File: src/include/preset_output_consts.vh
`ifndef PRESET_OUTPUT_CONSTS_VH
`define PRESET_OUTPUT_CONSTS_VH

// ----------------------------------------
// Register offsets
// ----------------------------------------
`define OFS_OUT1_CFG 12'h000
`define OFS_OUT2_CFG 12'h004
`define OFS_SETPT_LO1 12'h008
`define OFS_SETPT_HI1 12'h00C
`define OFS_SETPT_LO2 12'h010
`define OFS_SETPT_HI2 12'h014
`define OFS_PRESET1 12'h018
`define OFS_PRESET2 12'h01C
`define OFS_RESET_CFG 12'h020
`define OFS_STATUS 12'h024
`define OFS_IRQ_STAT 12'h028
`define OFS_IRQ_MASK 12'h02C
`define OFS_DELAY1 12'h030
`define OFS_DELAY2 12'h034

// ----------------------------------------
// Output config fields
// ----------------------------------------
`define MODE_LSB 0
`define SRC_BIT 2
`define BATCH_BIT 3
`define UNTIL_LSB 4

// ----------------------------------------
// Modes
// ----------------------------------------
`define MODE_DISABLED 2'h0
`define MODE_TIMED 2'h1
`define MODE_LATCHED 2'h2
`define MODE_BOUNDARY 2'h3

// ----------------------------------------
// Latch release choices
// ----------------------------------------
`define UNTIL_RESET 3'h0
`define UNTIL_LO1 3'h1
`define UNTIL_LO2 3'h2
`define UNTIL_HI2 3'h3
`define UNTIL_PRESET 3'h4

// ----------------------------------------
// Auto reset choices
// ----------------------------------------
`define AUTO_OFF 3'h0
`define AUTO_LO1 3'h1
`define AUTO_LO2 3'h2
`define AUTO_HI2 3'h3
`define AUTO_OUT1_TO 3'h4
`define AUTO_OUT2_TO 3'h5

// ----------------------------------------
// Reset config fields
// ----------------------------------------
`define AUTO_LSB 0
`define BTN_EN_BIT 3
`define PWRUP_BIT 4

// ----------------------------------------
// Reset values, setpoint limits and delay tick timing
// ----------------------------------------
`define OUT_CFG_RST 8'h02
`define RESET_CFG_RST 8'h08
`define SETPT_LO1_RST 24'h00000A
`define SETPT_HI1_RST 24'h000014
`define SETPT_LO2_RST 24'h00001E
`define SETPT_HI2_RST 24'h000028
`define SETPT_MIN (-24'sd99999)
`define SETPT_MAX 24'sd999999
`define DELAY_RST 16'h03E8
`define DELAY_TICK_NS 10000000
`define CLOCK_NS 10
`define DELAY_TICK_CYCLES (`DELAY_TICK_NS / `CLOCK_NS)

`endif

File: src/hw/delay_timer.v
`include "preset_output_consts.vh"
`default_nettype none

module delay_timer #(
  parameter TICK_CYCLES = `DELAY_TICK_CYCLES
) (
  input wire clock,
  input wire reset,
  input wire start,
  input wire [15:0] delay,
  output reg running_reg,
  output reg done_reg
);

reg [31:0] tick_reg;
reg [15:0] left_reg;

// ----------------------------------------
// Hundredths countdown
// ----------------------------------------
always @(posedge clock or posedge reset) begin
  if (reset) begin
    tick_reg <= 32'h00000000;
    left_reg <= 16'h0000;
    running_reg <= 1'b0;
    done_reg <= 1'b0;
  end else begin
    done_reg <= 1'b0;
    if (start) begin
      running_reg <= (delay != 16'h0000);
      done_reg <= (delay == 16'h0000);
      left_reg <= delay;
      tick_reg <= 32'h00000000;
    end else if (running_reg) begin
      if (tick_reg == TICK_CYCLES - 1) begin
        tick_reg <= 32'h00000000;
        left_reg <= left_reg - 16'h0001;
        if (left_reg == 16'h0001) begin
          running_reg <= 1'b0;
          done_reg <= 1'b1;
        end
      end else begin
        tick_reg <= tick_reg + 32'h00000001;
      end
    end
  end
end

endmodule
`default_nettype wire

File: src/hw/setpoint_output.v
`include "preset_output_consts.vh"
`default_nettype none

module setpoint_output #(
  parameter TICK_CYCLES = `DELAY_TICK_CYCLES
) (
  input wire clock,
  input wire reset,
  input wire [7:0] cfg,
  input wire [15:0] delay,
  input wire signed [23:0] count_value,
  input wire signed [23:0] low_setpoint,
  input wire signed [23:0] high_setpoint,
  input wire reached_lo1,
  input wire reached_lo2,
  input wire reached_hi2,
  input wire count_reset,
  input wire preset_event,
  output reg active_reg,
  output wire activate,
  output wire timeout
);

wire [1:0] mode = cfg[`MODE_LSB+1:`MODE_LSB];
wire [2:0] until_sel = cfg[`UNTIL_LSB+2:`UNTIL_LSB];
wire at_low = (count_value >= low_setpoint);
wire in_bound = at_low && (count_value <= high_setpoint);
reg at_low_reg;
reg release_hit;
wire running;
wire rise = at_low && !at_low_reg;

assign activate = rise && (mode == `MODE_TIMED || mode == `MODE_LATCHED) && !active_reg;

delay_timer #(
  .TICK_CYCLES(TICK_CYCLES)
) timer (
  .clock(clock),
  .reset(reset),
  .start(activate && mode == `MODE_TIMED),
  .delay(delay),
  .running_reg(running),
  .done_reg(timeout)
);

// ----------------------------------------
// Latch release
// ----------------------------------------
always @* begin
  case (until_sel)
    `UNTIL_LO1: release_hit = reached_lo1;
    `UNTIL_LO2: release_hit = reached_lo2;
    `UNTIL_HI2: release_hit = reached_hi2;
    `UNTIL_PRESET: release_hit = preset_event;
    default: release_hit = count_reset;
  endcase
end

// ----------------------------------------
// Output state
// ----------------------------------------
always @(posedge clock or posedge reset) begin
  if (reset) begin
    active_reg <= 1'b0;
    at_low_reg <= 1'b0;
  end else begin
    at_low_reg <= at_low;
    case (mode)
      `MODE_TIMED: active_reg <= activate || (running && !timeout);
      `MODE_LATCHED: begin
        if (activate) begin
          active_reg <= 1'b1;
        end else if (release_hit) begin
          active_reg <= 1'b0;
        end
      end
      `MODE_BOUNDARY: active_reg <= in_bound;
      default: active_reg <= 1'b0;
    endcase
  end
end

endmodule
`default_nettype wire

File: src/hw/preset_output_reset_control.v
// The APB register port and the register addresses were left to the implementer.
`include "preset_output_consts.vh"
`default_nettype none

module preset_output_reset_control #(
  parameter TICK_CYCLES = `DELAY_TICK_CYCLES
) (
  input wire clock,
  input wire reset,
  input wire psel,
  input wire penable,
  input wire pwrite,
  input wire [11:0] paddr,
  input wire [31:0] pwdata,
  output reg [31:0] prdata,
  output wire pready,
  output wire pslverr,
  input wire signed [23:0] first_count,
  input wire signed [23:0] second_count,
  input wire panel_reset_button,
  output reg first_output_reg,
  output reg second_output_reg,
  output reg first_count_load_reg,
  output reg second_count_load_reg,
  output reg signed [23:0] first_load_value_reg,
  output reg signed [23:0] second_load_value_reg,
  output wire irq
);

// ----------------------------------------
// Configuration registers
// ----------------------------------------
reg [7:0] out1_cfg_reg;
reg [7:0] out2_cfg_reg;
reg [7:0] reset_cfg_reg;
reg signed [23:0] first_low_setpoint_reg;
reg signed [23:0] first_high_setpoint_reg;
reg signed [23:0] second_low_setpoint_reg;
reg signed [23:0] second_high_setpoint_reg;
reg signed [23:0] first_count_preset_reg;
reg signed [23:0] second_count_preset_reg;
reg [15:0] delay1_reg;
reg [15:0] delay2_reg;
reg [3:0] irq_stat_reg;
reg [3:0] irq_mask_reg;
reg pwrup_pending_reg;
reg btn_meta_reg;
reg btn_sync_reg;
reg btn_prev_reg;

wire wr = psel && penable && pwrite;
wire [23:0] wdata24 = pwdata[23:0];
wire signed [23:0] wclamp;
wire [2:0] auto_sel = reset_cfg_reg[`AUTO_LSB+2:`AUTO_LSB];
wire panel_reset_button_enable = reset_cfg_reg[`BTN_EN_BIT];
wire powerup_reset_select = reset_cfg_reg[`PWRUP_BIT];

assign pready = 1'b1;
assign pslverr = 1'b0;

// Clamp written setpoints to legal range
assign wclamp = ($signed(wdata24) < `SETPT_MIN) ? `SETPT_MIN :
                ($signed(wdata24) > `SETPT_MAX) ? `SETPT_MAX : $signed(wdata24);

// ----------------------------------------
// Source select and comparisons
// ----------------------------------------
wire signed [23:0] src1 = out1_cfg_reg[`SRC_BIT] ? second_count : first_count;
wire signed [23:0] second_output_source = out2_cfg_reg[`SRC_BIT] ? second_count : first_count;
reg lo1_prev_reg;
reg lo2_prev_reg;
reg hi2_prev_reg;
wire lo1_at = (src1 >= first_low_setpoint_reg);
wire lo2_at = (second_output_source >= second_low_setpoint_reg);
wire hi2_at = (second_output_source >= second_high_setpoint_reg);
wire reached_lo1 = lo1_at && !lo1_prev_reg;
wire reached_lo2 = lo2_at && !lo2_prev_reg;
wire reached_hi2 = hi2_at && !hi2_prev_reg;

// ----------------------------------------
// Reset events
// ----------------------------------------
wire act1;
wire act2;
wire to1;
wire to2;
wire o1;
wire o2;
reg auto_hit;
wire manual_reset = btn_sync_reg && !btn_prev_reg && panel_reset_button_enable;
wire pwrup_reset = pwrup_pending_reg && powerup_reset_select;
wire count_reset = manual_reset || auto_hit || pwrup_reset;
wire batch1 = act1 && out1_cfg_reg[`BATCH_BIT] && out1_cfg_reg[`SRC_BIT];
wire batch2 = act2 && out2_cfg_reg[`BATCH_BIT];

always @* begin
  case (auto_sel)
    `AUTO_LO1: auto_hit = reached_lo1;
    `AUTO_LO2: auto_hit = reached_lo2;
    `AUTO_HI2: auto_hit = reached_hi2;
    `AUTO_OUT1_TO: auto_hit = to1;
    `AUTO_OUT2_TO: auto_hit = to2;
    default: auto_hit = 1'b0;
  endcase
end

// ----------------------------------------
// Output channels
// ----------------------------------------
setpoint_output #(
  .TICK_CYCLES(TICK_CYCLES)
) out1 (
  .clock(clock),
  .reset(reset),
  .cfg(out1_cfg_reg),
  .delay(delay1_reg),
  .count_value(src1),
  .low_setpoint(first_low_setpoint_reg),
  .high_setpoint(first_high_setpoint_reg),
  .reached_lo1(reached_lo1),
  .reached_lo2(reached_lo2),
  .reached_hi2(reached_hi2),
  .count_reset(count_reset),
  .preset_event(first_count_load_reg),
  .active_reg(o1),
  .activate(act1),
  .timeout(to1)
);

setpoint_output #(
  .TICK_CYCLES(TICK_CYCLES)
) out2 (
  .clock(clock),
  .reset(reset),
  .cfg(out2_cfg_reg),
  .delay(delay2_reg),
  .count_value(second_output_source),
  .low_setpoint(second_low_setpoint_reg),
  .high_setpoint(second_high_setpoint_reg),
  .reached_lo1(reached_lo1),
  .reached_lo2(reached_lo2),
  .reached_hi2(reached_hi2),
  .count_reset(count_reset),
  .preset_event(first_count_load_reg),
  .active_reg(o2),
  .activate(act2),
  .timeout(to2)
);

// ----------------------------------------
// Event flops, loads and sync
// ----------------------------------------
always @(posedge clock or posedge reset) begin
  if (reset) begin
    lo1_prev_reg <= 1'b0;
    lo2_prev_reg <= 1'b0;
    hi2_prev_reg <= 1'b0;
    btn_meta_reg <= 1'b0;
    btn_sync_reg <= 1'b0;
    btn_prev_reg <= 1'b0;
    pwrup_pending_reg <= 1'b1;
    first_count_load_reg <= 1'b0;
    second_count_load_reg <= 1'b0;
    first_load_value_reg <= 24'h000000;
    second_load_value_reg <= 24'h000000;
    first_output_reg <= 1'b0;
    second_output_reg <= 1'b0;
  end else begin
    lo1_prev_reg <= lo1_at;
    lo2_prev_reg <= lo2_at;
    hi2_prev_reg <= hi2_at;
    btn_meta_reg <= panel_reset_button;
    btn_sync_reg <= btn_meta_reg;
    btn_prev_reg <= btn_sync_reg;
    // Pending until fired or software writes the select off
    pwrup_pending_reg <= pwrup_pending_reg && !pwrup_reset &&
                         !(wr && paddr == `OFS_RESET_CFG && !pwdata[`PWRUP_BIT]);
    first_output_reg <= o1;
    second_output_reg <= o2;
    first_count_load_reg <= count_reset;
    second_count_load_reg <= count_reset || batch1 || batch2;
    first_load_value_reg <= first_count_preset_reg;
    second_load_value_reg <= second_count_preset_reg;
  end
end

// ----------------------------------------
// APB writes and interrupt status
// ----------------------------------------
wire [3:0] irq_events = {to2, to1, act2, act1};

always @(posedge clock or posedge reset) begin
  if (reset) begin
    out1_cfg_reg <= `OUT_CFG_RST;
    out2_cfg_reg <= `OUT_CFG_RST;
    reset_cfg_reg <= `RESET_CFG_RST;
    first_low_setpoint_reg <= `SETPT_LO1_RST;
    first_high_setpoint_reg <= `SETPT_HI1_RST;
    second_low_setpoint_reg <= `SETPT_LO2_RST;
    second_high_setpoint_reg <= `SETPT_HI2_RST;
    first_count_preset_reg <= 24'h000000;
    second_count_preset_reg <= 24'h000000;
    delay1_reg <= `DELAY_RST;
    delay2_reg <= `DELAY_RST;
    irq_stat_reg <= 4'h0;
    irq_mask_reg <= 4'h0;
  end else begin
    if (wr) begin
      case (paddr)
        `OFS_OUT1_CFG: out1_cfg_reg <= pwdata[7:0];
        `OFS_OUT2_CFG: out2_cfg_reg <= pwdata[7:0];
        `OFS_SETPT_LO1: first_low_setpoint_reg <= wclamp;
        `OFS_SETPT_HI1: first_high_setpoint_reg <= wclamp;
        `OFS_SETPT_LO2: second_low_setpoint_reg <= wclamp;
        `OFS_SETPT_HI2: second_high_setpoint_reg <= wclamp;
        `OFS_PRESET1: first_count_preset_reg <= wclamp;
        `OFS_PRESET2: second_count_preset_reg <= wclamp;
        `OFS_RESET_CFG: reset_cfg_reg <= pwdata[7:0];
        `OFS_IRQ_MASK: irq_mask_reg <= pwdata[3:0];
        `OFS_DELAY1: delay1_reg <= pwdata[15:0];
        `OFS_DELAY2: delay2_reg <= pwdata[15:0];
        default: ;
      endcase
    end
    if (wr && paddr == `OFS_IRQ_STAT) begin
      irq_stat_reg <= (irq_stat_reg & ~pwdata[3:0]) | irq_events;
    end else begin
      irq_stat_reg <= irq_stat_reg | irq_events;
    end
  end
end

assign irq = |(irq_stat_reg & irq_mask_reg);

// ----------------------------------------
// APB read mux
// ----------------------------------------
always @* begin
  case (paddr)
    `OFS_OUT1_CFG: prdata = {24'h000000, out1_cfg_reg};
    `OFS_OUT2_CFG: prdata = {24'h000000, out2_cfg_reg};
    `OFS_SETPT_LO1: prdata = {{8{first_low_setpoint_reg[23]}}, first_low_setpoint_reg};
    `OFS_SETPT_HI1: prdata = {{8{first_high_setpoint_reg[23]}}, first_high_setpoint_reg};
    `OFS_SETPT_LO2: prdata = {{8{second_low_setpoint_reg[23]}}, second_low_setpoint_reg};
    `OFS_SETPT_HI2: prdata = {{8{second_high_setpoint_reg[23]}}, second_high_setpoint_reg};
    `OFS_PRESET1: prdata = {{8{first_count_preset_reg[23]}}, first_count_preset_reg};
    `OFS_PRESET2: prdata = {{8{second_count_preset_reg[23]}}, second_count_preset_reg};
    `OFS_RESET_CFG: prdata = {24'h000000, reset_cfg_reg};
    `OFS_STATUS: prdata = {30'h00000000, second_output_reg, first_output_reg};
    `OFS_IRQ_STAT: prdata = {28'h0000000, irq_stat_reg};
    `OFS_IRQ_MASK: prdata = {28'h0000000, irq_mask_reg};
    `OFS_DELAY1: prdata = {16'h0000, delay1_reg};
    `OFS_DELAY2: prdata = {16'h0000, delay2_reg};
    default: prdata = 32'h00000000;
  endcase
end

endmodule
`default_nettype wire

File: config.mk
export PLATFORM = sky130hd
export DESIGN_NAME = preset_output_reset_control
export DESIGN_NICKNAME = d
export VERILOG_FILES = /design/src/hw/delay_timer.v /design/src/hw/setpoint_output.v /design/src/hw/preset_output_reset_control.v
export VERILOG_INCLUDE_DIRS = /design/src /design/src/include
export SDC_FILE = /design/constraint.sdc
export NUM_CORES = 1
export LEC_CHECK = 0
export ABC_AREA = 1
export BUFFER_PORTS_ARGS = -buffer_cell sky130_fd_sc_hd__buf_4
export CAP_MARGIN = 20
export CORE_ASPECT_RATIO = 0.8
export CORE_UTILIZATION = 44
export DETAILED_ROUTE_END_ITERATION = 10
export GPL_TIMING_DRIVEN = 0
export HOLD_SLACK_MARGIN = 0.03
export SYNTH_ARGS = -nofsm -noshare
export SYNTH_HDL_FRONTEND = slang
export SYNTH_HIERARCHICAL = 1
export SYNTH_SLANG_ARGS = --single-unit
File: constraint.sdc
create_clock -name clock -period 9.4 [get_ports clock]
set_clock_uncertainty 0.15 [all_clocks]
set_input_delay 1.88 -clock clock [delete_from_list [all_inputs] [get_ports clock]]
set_output_delay 1.88 -clock clock [all_outputs]
set_load 0.005 [all_outputs]
; Yosys cells after proc, flatten, opt, wreduce, memory -nomap -nowiden
; Cells that the tools add are included.
[op_classes]
bitwise = 5
n_eq_ne = 38
add_sub_neg = 4
n_lt_le_gt_ge = 7
reduce_logical = 69
n_mux = 43
[ops]
columns = op, count
row1 = $pmux 32 s14, 1
row2 = $mux 32, 6
row3 = $mux 16, 6
row4 = $mux 24, 4
row5 = $eq 12x6->1 const B, 6
row6 = $ge 24x24->1, 3
row7 = $add 32x1->32 const B, 2
row8 = $eq 32x20->1 const B, 2
row9 = $eq 12x5->1 const B, 4
row10 = $le 24x24->1, 2
row11 = $eq 16x1->1 const B, 2
row12 = $logic_not 16->1, 2
row13 = $reduce_bool 16->1, 2
row14 = $sub 16x1->16 const B, 2
row15 = $reduce_and 2->1, 14
row16 = $logic_and 1x1->1, 26
row17 = $eq 12x4->1 const B, 2
row18 = $gt 24x21->1 const B, 1
row19 = $lt 24x18->1 const B, 1
row20 = $mux 1, 20
row21 = $eq 3x2->1 const B, 6
row22 = $eq 12x3->1 const B, 1
row23 = $eq 3x3->1 const B, 4
row24 = $logic_not 12->1, 1
row25 = 15 further kinds, 46
[word_totals]
wordCells = 202
output_inout_bits = 87
regBits = 369

; Longest topological paths before layout
; Gate-level depths: netlist of the first run.
[depth]
word_depth = 10
mapped_depth = 29

; Cells and area by module
; Netlist of the first run, hierarchy kept.
[by_module_without_submodules]
columns = mod, n_inst, seq_area_each_um2, area_each_um2, cells_each
row1 = preset_output_reset_control, 1, 6713.9, 13764.5, 1653
row2 = delay_timer at out2.timer, 1, 1251.2, 3643.5, 593
row3 = delay_timer at out1.timer, 1, 1251.2, 3543.4, 573
row4 = setpoint_output, 2, 50.0, 1617.8, 270

; Worst setup path after synthesis of the first run
; No wires, ideal clock.
[synth_timing]
path_kind = input to output
startpoint = input paddr[11]
endpoint = output prdata[24]
path_slack_ns = 4.041
required_ns = 7.370
path_stages = 9
arrival_ns = 3.329
n_path_buf = 2
cell_sequence = nor2_1 -> nand2_2 -> nor2_1 -> nand2_1 -> buf_2 -> o22ai_1 -> a221oi_1 -> o211ai_1 -> buf_4
[synth_via]
elab_chain_cells = 2
elab_cells_between_ends = 15
classes_between = eq/ne: 13 / mux: 1 / reduce/logical: 1
[synth_lines]
columns = item, line
row1 = start: declaration, preset_output_reset_control.v:13  ; input wire [11:0] paddr,
row2 = $eq 12x6->1 (tied with other cells), preset_output_reset_control.v:239  ; case (paddr)
row3 = $pmux 32 s14 *, preset_output_reset_control.v:239
row4 = end: declaration, preset_output_reset_control.v:15  ; output reg [31:0] prdata,
; Every way passes the cells marked *; elsewhere a longest branch is shown, timed or not.

; Final worst setup path of the first run
[layout_timing]
startpoint = input paddr[11]
endpoint = output prdata[25]
; Same word-level chain as after synthesis.

==> results of run 1 <==
-- cells by family (layout without fill, tap and decap cells) --
logic type      Yosys count  count (layout)  share of synthesized area (%)
fa+ha+maj               182             182                           9.41
compound gates          433             433                           10.3
simple gates           1752            1752                           30.5
buf+inv                 586             842                           10.0
flops                   371             371                           38.5
xor+xnor                 33              33                           1.19
other cells               2               2                         0.0310
-- per-layer routing --
metal	vias up	GRT usage (%)	share of wire [%]	wire length, um
li1	11200	-	-	-
met1	11300	47.8	45	42500
met2	1006	51.7	43	40900
met3	162	5.41	7.9	7480
met4	2	11.8	3.4	3190
met5	-	0	0.0096	9
-- cell usage in the layout (no fill, tap or decap), types with 9 or more instances in the layout --
| cell | synthesis | final |
|---|---|---|
| nand2_1 | 1079 | 1079 |
| inv_1 | 467 | 464 |
| dfrtp_1 | 345 | 345 |
| nor2_1 | 315 | 315 |
| o21ai_0 | 231 | 231 |
| buf_4 | 23 | 196 |
| ha_1 | 182 | 182 |
| nand3_1 | 176 | 176 |
| a21oi_1 | 73 | 73 |
| nand4_1 | 68 | 68 |
| clkbuf_16 | 0 | 42 |
| nor3_1 | 38 | 38 |
| a221oi_1 | 35 | 35 |
| buf_2 | 33 | 33 |
| clkbuf_1 | 26 | 33 |
| xor2_1 | 28 | 28 |
| dfstp_2 | 26 | 26 |
| inv_2 | 23 | 25 |
| o21ai_1 | 22 | 22 |
| nand2_2 | 15 | 15 |
| a21o_1 | 15 | 15 |
| clkbuf_8 | 0 | 14 |
| o22ai_1 | 12 | 12 |
| nor2_2 | 11 | 11 |
| buf_6 | 10 | 10 |
| nor4_1 | 9 | 9 |
-- final cells by class --
| cell class | instances | area [um2] | area share [%] |
|---|---|---|---|
| multi-input cells | 2402 | 12500 | 44.5 |
| flip-flops and latches | 371 | 9320 | 33.3 |
| inverters | 492 | 1850 | 6.63 |
| repair buffers | 178 | 1400 | 5.01 |
| clock buffers | 63 | 1270 | 4.54 |
| well taps | 702 | 878 | 3.14 |
| plain buffers | 94 | 572 | 2.04 |
| clock inverters | 15 | 226 | 0.810 |
-- worst max-delay path, cell delays in order --
cell,delay (ns)
buf_4,0.07
nor2_1,0.04
nand2_2,0.22
nor2_1,0.16
nand2_1,0.12
buf_2,0.36
inv_1,0.29
a221oi_1,0.58
o211ai_1,0.40
buf_4,0.25
buf_4,0.12
-- how the worst max path moves through the flow --
stage | startpoint | to | slack [ns] | depth (start not counted)
6_report | paddr[11] | prdata[25] | 2.86 | 11
5_1_grt | paddr[11] | prdata[25] | 2.74 | 11
4_1_cts | paddr[11] | prdata[25] | 2.96 | 11
3_5_place_dp | paddr[11] | prdata[25] | 2.96 | 11
3_3_place_gp | reset | first_low_setpoint_reg[22] | -3.46 | 2
2_1_floorplan | reset | btn_meta_reg | 0.06 | 1
-- where the power goes --
part           internal [uW]  switching [uW]  leakage (uW)  total [uW]
registers               1600            2.70       0.00465        1600
clock network           1070             731      0.000729        1810
logic                   75.1             173       0.00949         249
-- per-stage QoR --
step	total power (uW)	utilization [%]	std cells	setup slack, ns
global route	3770	51.7	4317	2.74
floorplan	1760	-	3359	0.0594
detailed placement	1880	48.9	4238	2.96
finish	3660	51.7	4317	2.86
CTS	3680	51.7	4316	2.96
global placement	1870	48.7	4234	-3.46
==> impl_metrics.yaml, run 1 <==
drt:
  initialDrtViolationCount: 2385
  viasPerCell: 5.50
  ant_nets: 0
  wl_per_cell_um: 21.8
  drc: 0
  dr.pass1.iters: 6
  drt-total-wl_mm: 94.1
  vias: 23700
synth:
  netlist_area_mm2: 0.0242
  synth_common_cells: "nand2_1 (1,079), inv_1 (467), dfrtp_1 (345)"
  ys_warn_count: 6
  synth.area.top_cells: "dfrtp_1 (36%), nand2_1 (17%), ha_1 (9.4%)"
  syn_avg_cell_area_um2: 7.20
  synth.most_common_cell: "nand2_1"
  ys_types: 55
  synth_edf_count: 0
  synthCells: 3359
  synth_nets: 3639
  synthDominantCellAreaShare_pct: 35.7
  ys_seq_elements: 371
  yosysSeqAreaShare_pct: 38.5
  async_flop_share_pct: 100
  yosysTopAreaCell: "dfrtp_1"
  synthFlopType: "dfrtp_1"
setup_path:
  crit_required_ns: 7.37
  regToRegSetupSlack_ns: 3.44
  critical_path_arrival_ns: 4.51
  ff2ff_path_depth: 18
  crit_path_max_fanout: 10
  cp-start-kind: "primary input"
  critPathKind: "in -> out"
  end_kind: "output port"
  timing.rr.end: "out1/timer/tick_reg[26]"
  r2r_start: "out1_cfg_reg[2]"
clocking:
  cts_tree: "done"
  cts_buffers: 42
  numClockSinks: 371
  cts_root_buf: "clkbuf_16"
  cts_resized: 0
  cts.path.max_buffers: 3
  post-cts-setup-buffers: 0
  htree_levels: 2
  insertion_delay_ns: 0.59
  path_clk_slew_ns: 0.06
  ctsHoldBuffers: 0
placed_design:
  gp_congestion: 0.978
  io_buffers: 173
  placed_area_mm2: 0.0265
  hpwl_mm: 74.5
cells_and_area:
  syn2layout_area_growth_pct: 15.6
  nNetsFinal: 3861
  final_layout_size_suffix_gt1_share_pct: 11.9
  insertedDiodeCount: 0
  design_area_mm2: 0.0280
  fill_cells: 5290
worst_hold_path:
  hold_class: "reg -> reg"
  worstHoldPathCells: 0
  min_to: "btn_sync_reg"
  min_from: "btn_meta_reg"
floorplan:
  floorplan.initialDensity_pct: 44.7
  die_h_um: 212
  rows: 76
  dieArea_mm2: 0.0559
  design.core.area_mm2: 0.0541
  io_pins: 185
  dieWidth_um: 264
sta:
  rsz0062_at_grt: "no"
  slew_viol_final: 0
  hold_ws_ns: 0.200
  hold_violations: 0
  tns_ns: 0
  setup_viol: 0
  fin_crit_sh_pct: 69.6
  period_minus_slack_ns: 6.54
  slew_headroom_pct: 16.6
  tightest_slew_ns: 1.24
  max_freq_ghz: 0.153
power:
  leakagePower_uw: 0.0149
  power_density_mw_per_mm2: 131
  vdd_drop_max_mv: 0.0952
grt:
  grt_pass1_wl_mm: 139
  grt.overflow.total: 0
  grt_max_degree: 111
  antenna_found_initial: 1
  grt_usage_pct: 33.6
  grt_pass1_vias: 22300
status:
  status: "completed"
flow_run:
  cap_violations: 0
No activity file was read; power rests on OpenSTA's default activity.
==> run 2, diff against run 1 <==
==> constraint.sdc (replaced) <==
create_clock -name clock -period 5.3 [get_ports clock]
set_clock_uncertainty 0.15 [all_clocks]
set_input_delay 1.06 -clock clock [delete_from_list [all_inputs] [get_ports clock]]
set_output_delay 1.06 -clock clock [all_outputs]
set_load 0.005 [all_outputs]
==> run 2 against run 1 <==
Compared with the run above: non-clock buffer count up 6; clock power grew 75%; global-route usage increased by 0.35 points; design area grew 0.32%; final cell count is 0.21% higher; largest power group unchanged.
==> impl_metrics.yaml, run 2 (synthesis gave the netlist of run 1 again) <==
power:
  power.total_uw: 6460
  netSwitchingFraction_pct: 25.9
  leakagePower_uw: 0.0149
  seq_power_share_pct: 44.1
  power_density_mw_per_mm2: 230
  switchingPower_uw: 1670
  power.internal_uw: 4790
  vdd_drop_max_mv: 0.203
  combPwrFrac_pct: 7.0
  p_clk_share_pct: 48.9
grt:
  grt.overflow.total: 0
  grt_pass1_wl_mm: 141
  antenna_found_initial: 0
  grt_usage_pct: 33.9
  grt_pass1_vias: 22300
  grt_max_degree: 44
floorplan:
  io_pins: 185
  dieArea_mm2: 0.0559
  floorplan.initialDensity_pct: 44.7
  rows: 76
  dieWidth_um: 264
  die_h_um: 212
  design.core.area_mm2: 0.0541
setup_path:
  worst-path-buf-inv: 3
  crit_start: "out2_cfg_reg[2]"
  r2r_start: "out2_cfg_reg[2]"
  slowest_stage: "o21ai_0"
  crit_path_frequent_cell: "nand2_1"
  max_stage_delay_ns: 1.11
  critical_path_arrival_ns: 5.53
  crit_chain: "clkbuf_2 > o21ai_0 > ha_1 > nand2_1 > inv_1 > nand2_1 > nand2_1 > nand2_1 > nand2_1 > nand2_1 > nand4_1 > nand3_1 > nand3_1 > nand2_1 > nor2_1 > nand2_1 > inv_1 > o21ai_0 > o21ai_0 > a22oi_1 > nor2_1 > a21oi_1 > nand2_1 > nand2_1"
  crit_required_ns: 5.69
  cp-start-kind: "flop"
  end_kind: "flop"
  cp_top_family: "compound AO/OA/AOI/OAI gates"
  critPathKind: "reg -> reg"
  crit_path_max_fanout: 10
placed_design:
  io_buffers: 173
  hpwl_mm: 75.3
  gp_congestion: 0.974
clocking:
  cts_buffers: 43
  cts.path.max_buffers: 3
  cts_tree: "done"
  path_clk_slew_ns: 0.06
  cts_root_buf: "clkbuf_16"
  htree_levels: 2
  numClockSinks: 371
  post-cts-setup-buffers: 0
  insertion_delay_ns: 0.60
cells_and_area:
  fill_cells: 5347
  layout_commonest_cell: "nand2_1"
  nNetsFinal: 3868
  layout_common_cells: "nand2_1 (1,079), inv_1 (464), dfrtp_1 (345), nor2_1 (313), o21ai_0 (230)"
  fin_util_pct: 51.9
  syn2layout_area_growth_pct: 16.0
  final_layout_size_suffix_gt1_share_pct: 12.5
drt:
  drt-total-wl_mm: 95.0
  ant_nets: 0
  drc: 0
  viasPerCell: 5.51
  vias: 23800
  initialDrtViolationCount: 2644
  dr.pass1.iters: 6
  wl_per_cell_um: 22.0
status:
  status: "completed"
worst_hold_path:
  min_from: "btn_meta_reg"
  hold_class: "reg -> reg"
sta:
  hold_violations: 0
  slew_viol_final: 0
  period_minus_slack_ns: 5.14
  slew_headroom_pct: 9.85
  fin_crit_sh_pct: 96.9
  setup_viol: 0
  max_freq_ghz: 0.195
  rsz0062_at_grt: "no"
  tightest_slew_ns: 1.34
  hold_ws_ns: 0.199
flow_run:
  cap_violations: 0
run 2: cell count changes in the layout (fill, tap and decap cells not counted), sizes merged:
cell,previous run,this run
diode,0,2
clkinvlp,3,8
buf,245,251
clkinv,7,17
inv,492,491
clkbuf,90,77
run 2: repair_timing:
item,CTS,global route
hold endpoints to repair,0,0
hold buffers,0,0
gates resized for setup,7,7
endpoints found under the setup margin,61,16
run 2: worst paths after layout:
check / to / slack (ns) / depth (start not counted)
hold reg to reg: btn_sync_reg / 0.20 / 0
setup reg to reg: out1/active_reg / 0.16 / 24
hold / removal: btn_sync_reg / 0.20 / 0
setup / recovery: out1/active_reg / 0.16 / 24
max in group asynchronous: second_high_setpoint_reg[22] / 3.37 / 6
min in group asynchronous: out2/at_low_reg / 0.23 / 2
run 2: power by group through the flow:
| stage | clock (uW) | combinational [uW] | sequential [uW] |
|---|---|---|---|
| detailed placement | 0 | 445 | 2900 |
| finish | 3160 | 455 | 2850 |
| global route | 3300 | 494 | 2840 |
| floorplan | 0 | 228 | 2900 |
| CTS | 3200 | 447 | 2850 |
| global placement | 0 | 416 | 2900 |
run 2: layout make-up:
cell class	instances	area [um2]	share of cell area, %
timing repair buffer	184	1510	5.37
antenna	2	5.00	0.0178
buffer	94	582	2.07
tap	702	878	3.13
clock inverter	29	314	1.12
sequential	371	9320	33.2
clock buffer	50	1140	4.08
multi-input combinational	2402	12500	44.4
inverter	492	1850	6.60
run 2: worst reg2reg max path, cell delays in order, from the launching register on:
cell      delay (ns)
dfrtp_1         0.49
clkbuf_2        0.32
o21ai_0         1.12
ha_1            0.41
nand2_1         0.08
inv_1           0.04
nand2_1         0.06
nand2_1         0.07
nand2_1         0.06
nand2_1         0.13
nand2_1         0.12
nand4_1         0.10
nand3_1         0.31
nand3_1         0.13
nand2_1         0.08
nor2_1          0.07
nand2_1         0.15
inv_1           0.07
o21ai_0         0.14
o21ai_0         0.12
a22oi_1         0.46
nor2_1          0.12
a21oi_1         0.17
nand2_1         0.07
nand2_1         0.06
run 2: metal layers:
| metal | wire length [um] | global-route usage (%) |
|---|---|---|
| met1 | 42800 | 48.4 |
| met2 | 41400 | 52.3 |
| met3 | 7940 | 5.83 |
| met4 | 2830 | 10.6 |
| met5 | 0 | 0 |
run 2: per-stage QoR:
stage / area [um2] / setup TNS (ns) / worst slack (ns) / cells
final: 28100 / 0 / 0.162 / 4326
after global routing: 28100 / 0 / 0.0255 / 4324
after CTS: 28000 / 0 / 0.103 / 4323
after detailed placement: 26600 / -10.43 / -0.463 / 4244
after global placement: 26400 / -307.90 / -1.28 / 4234
after floorplan: 24200 / 0 / 0.586 / 3359
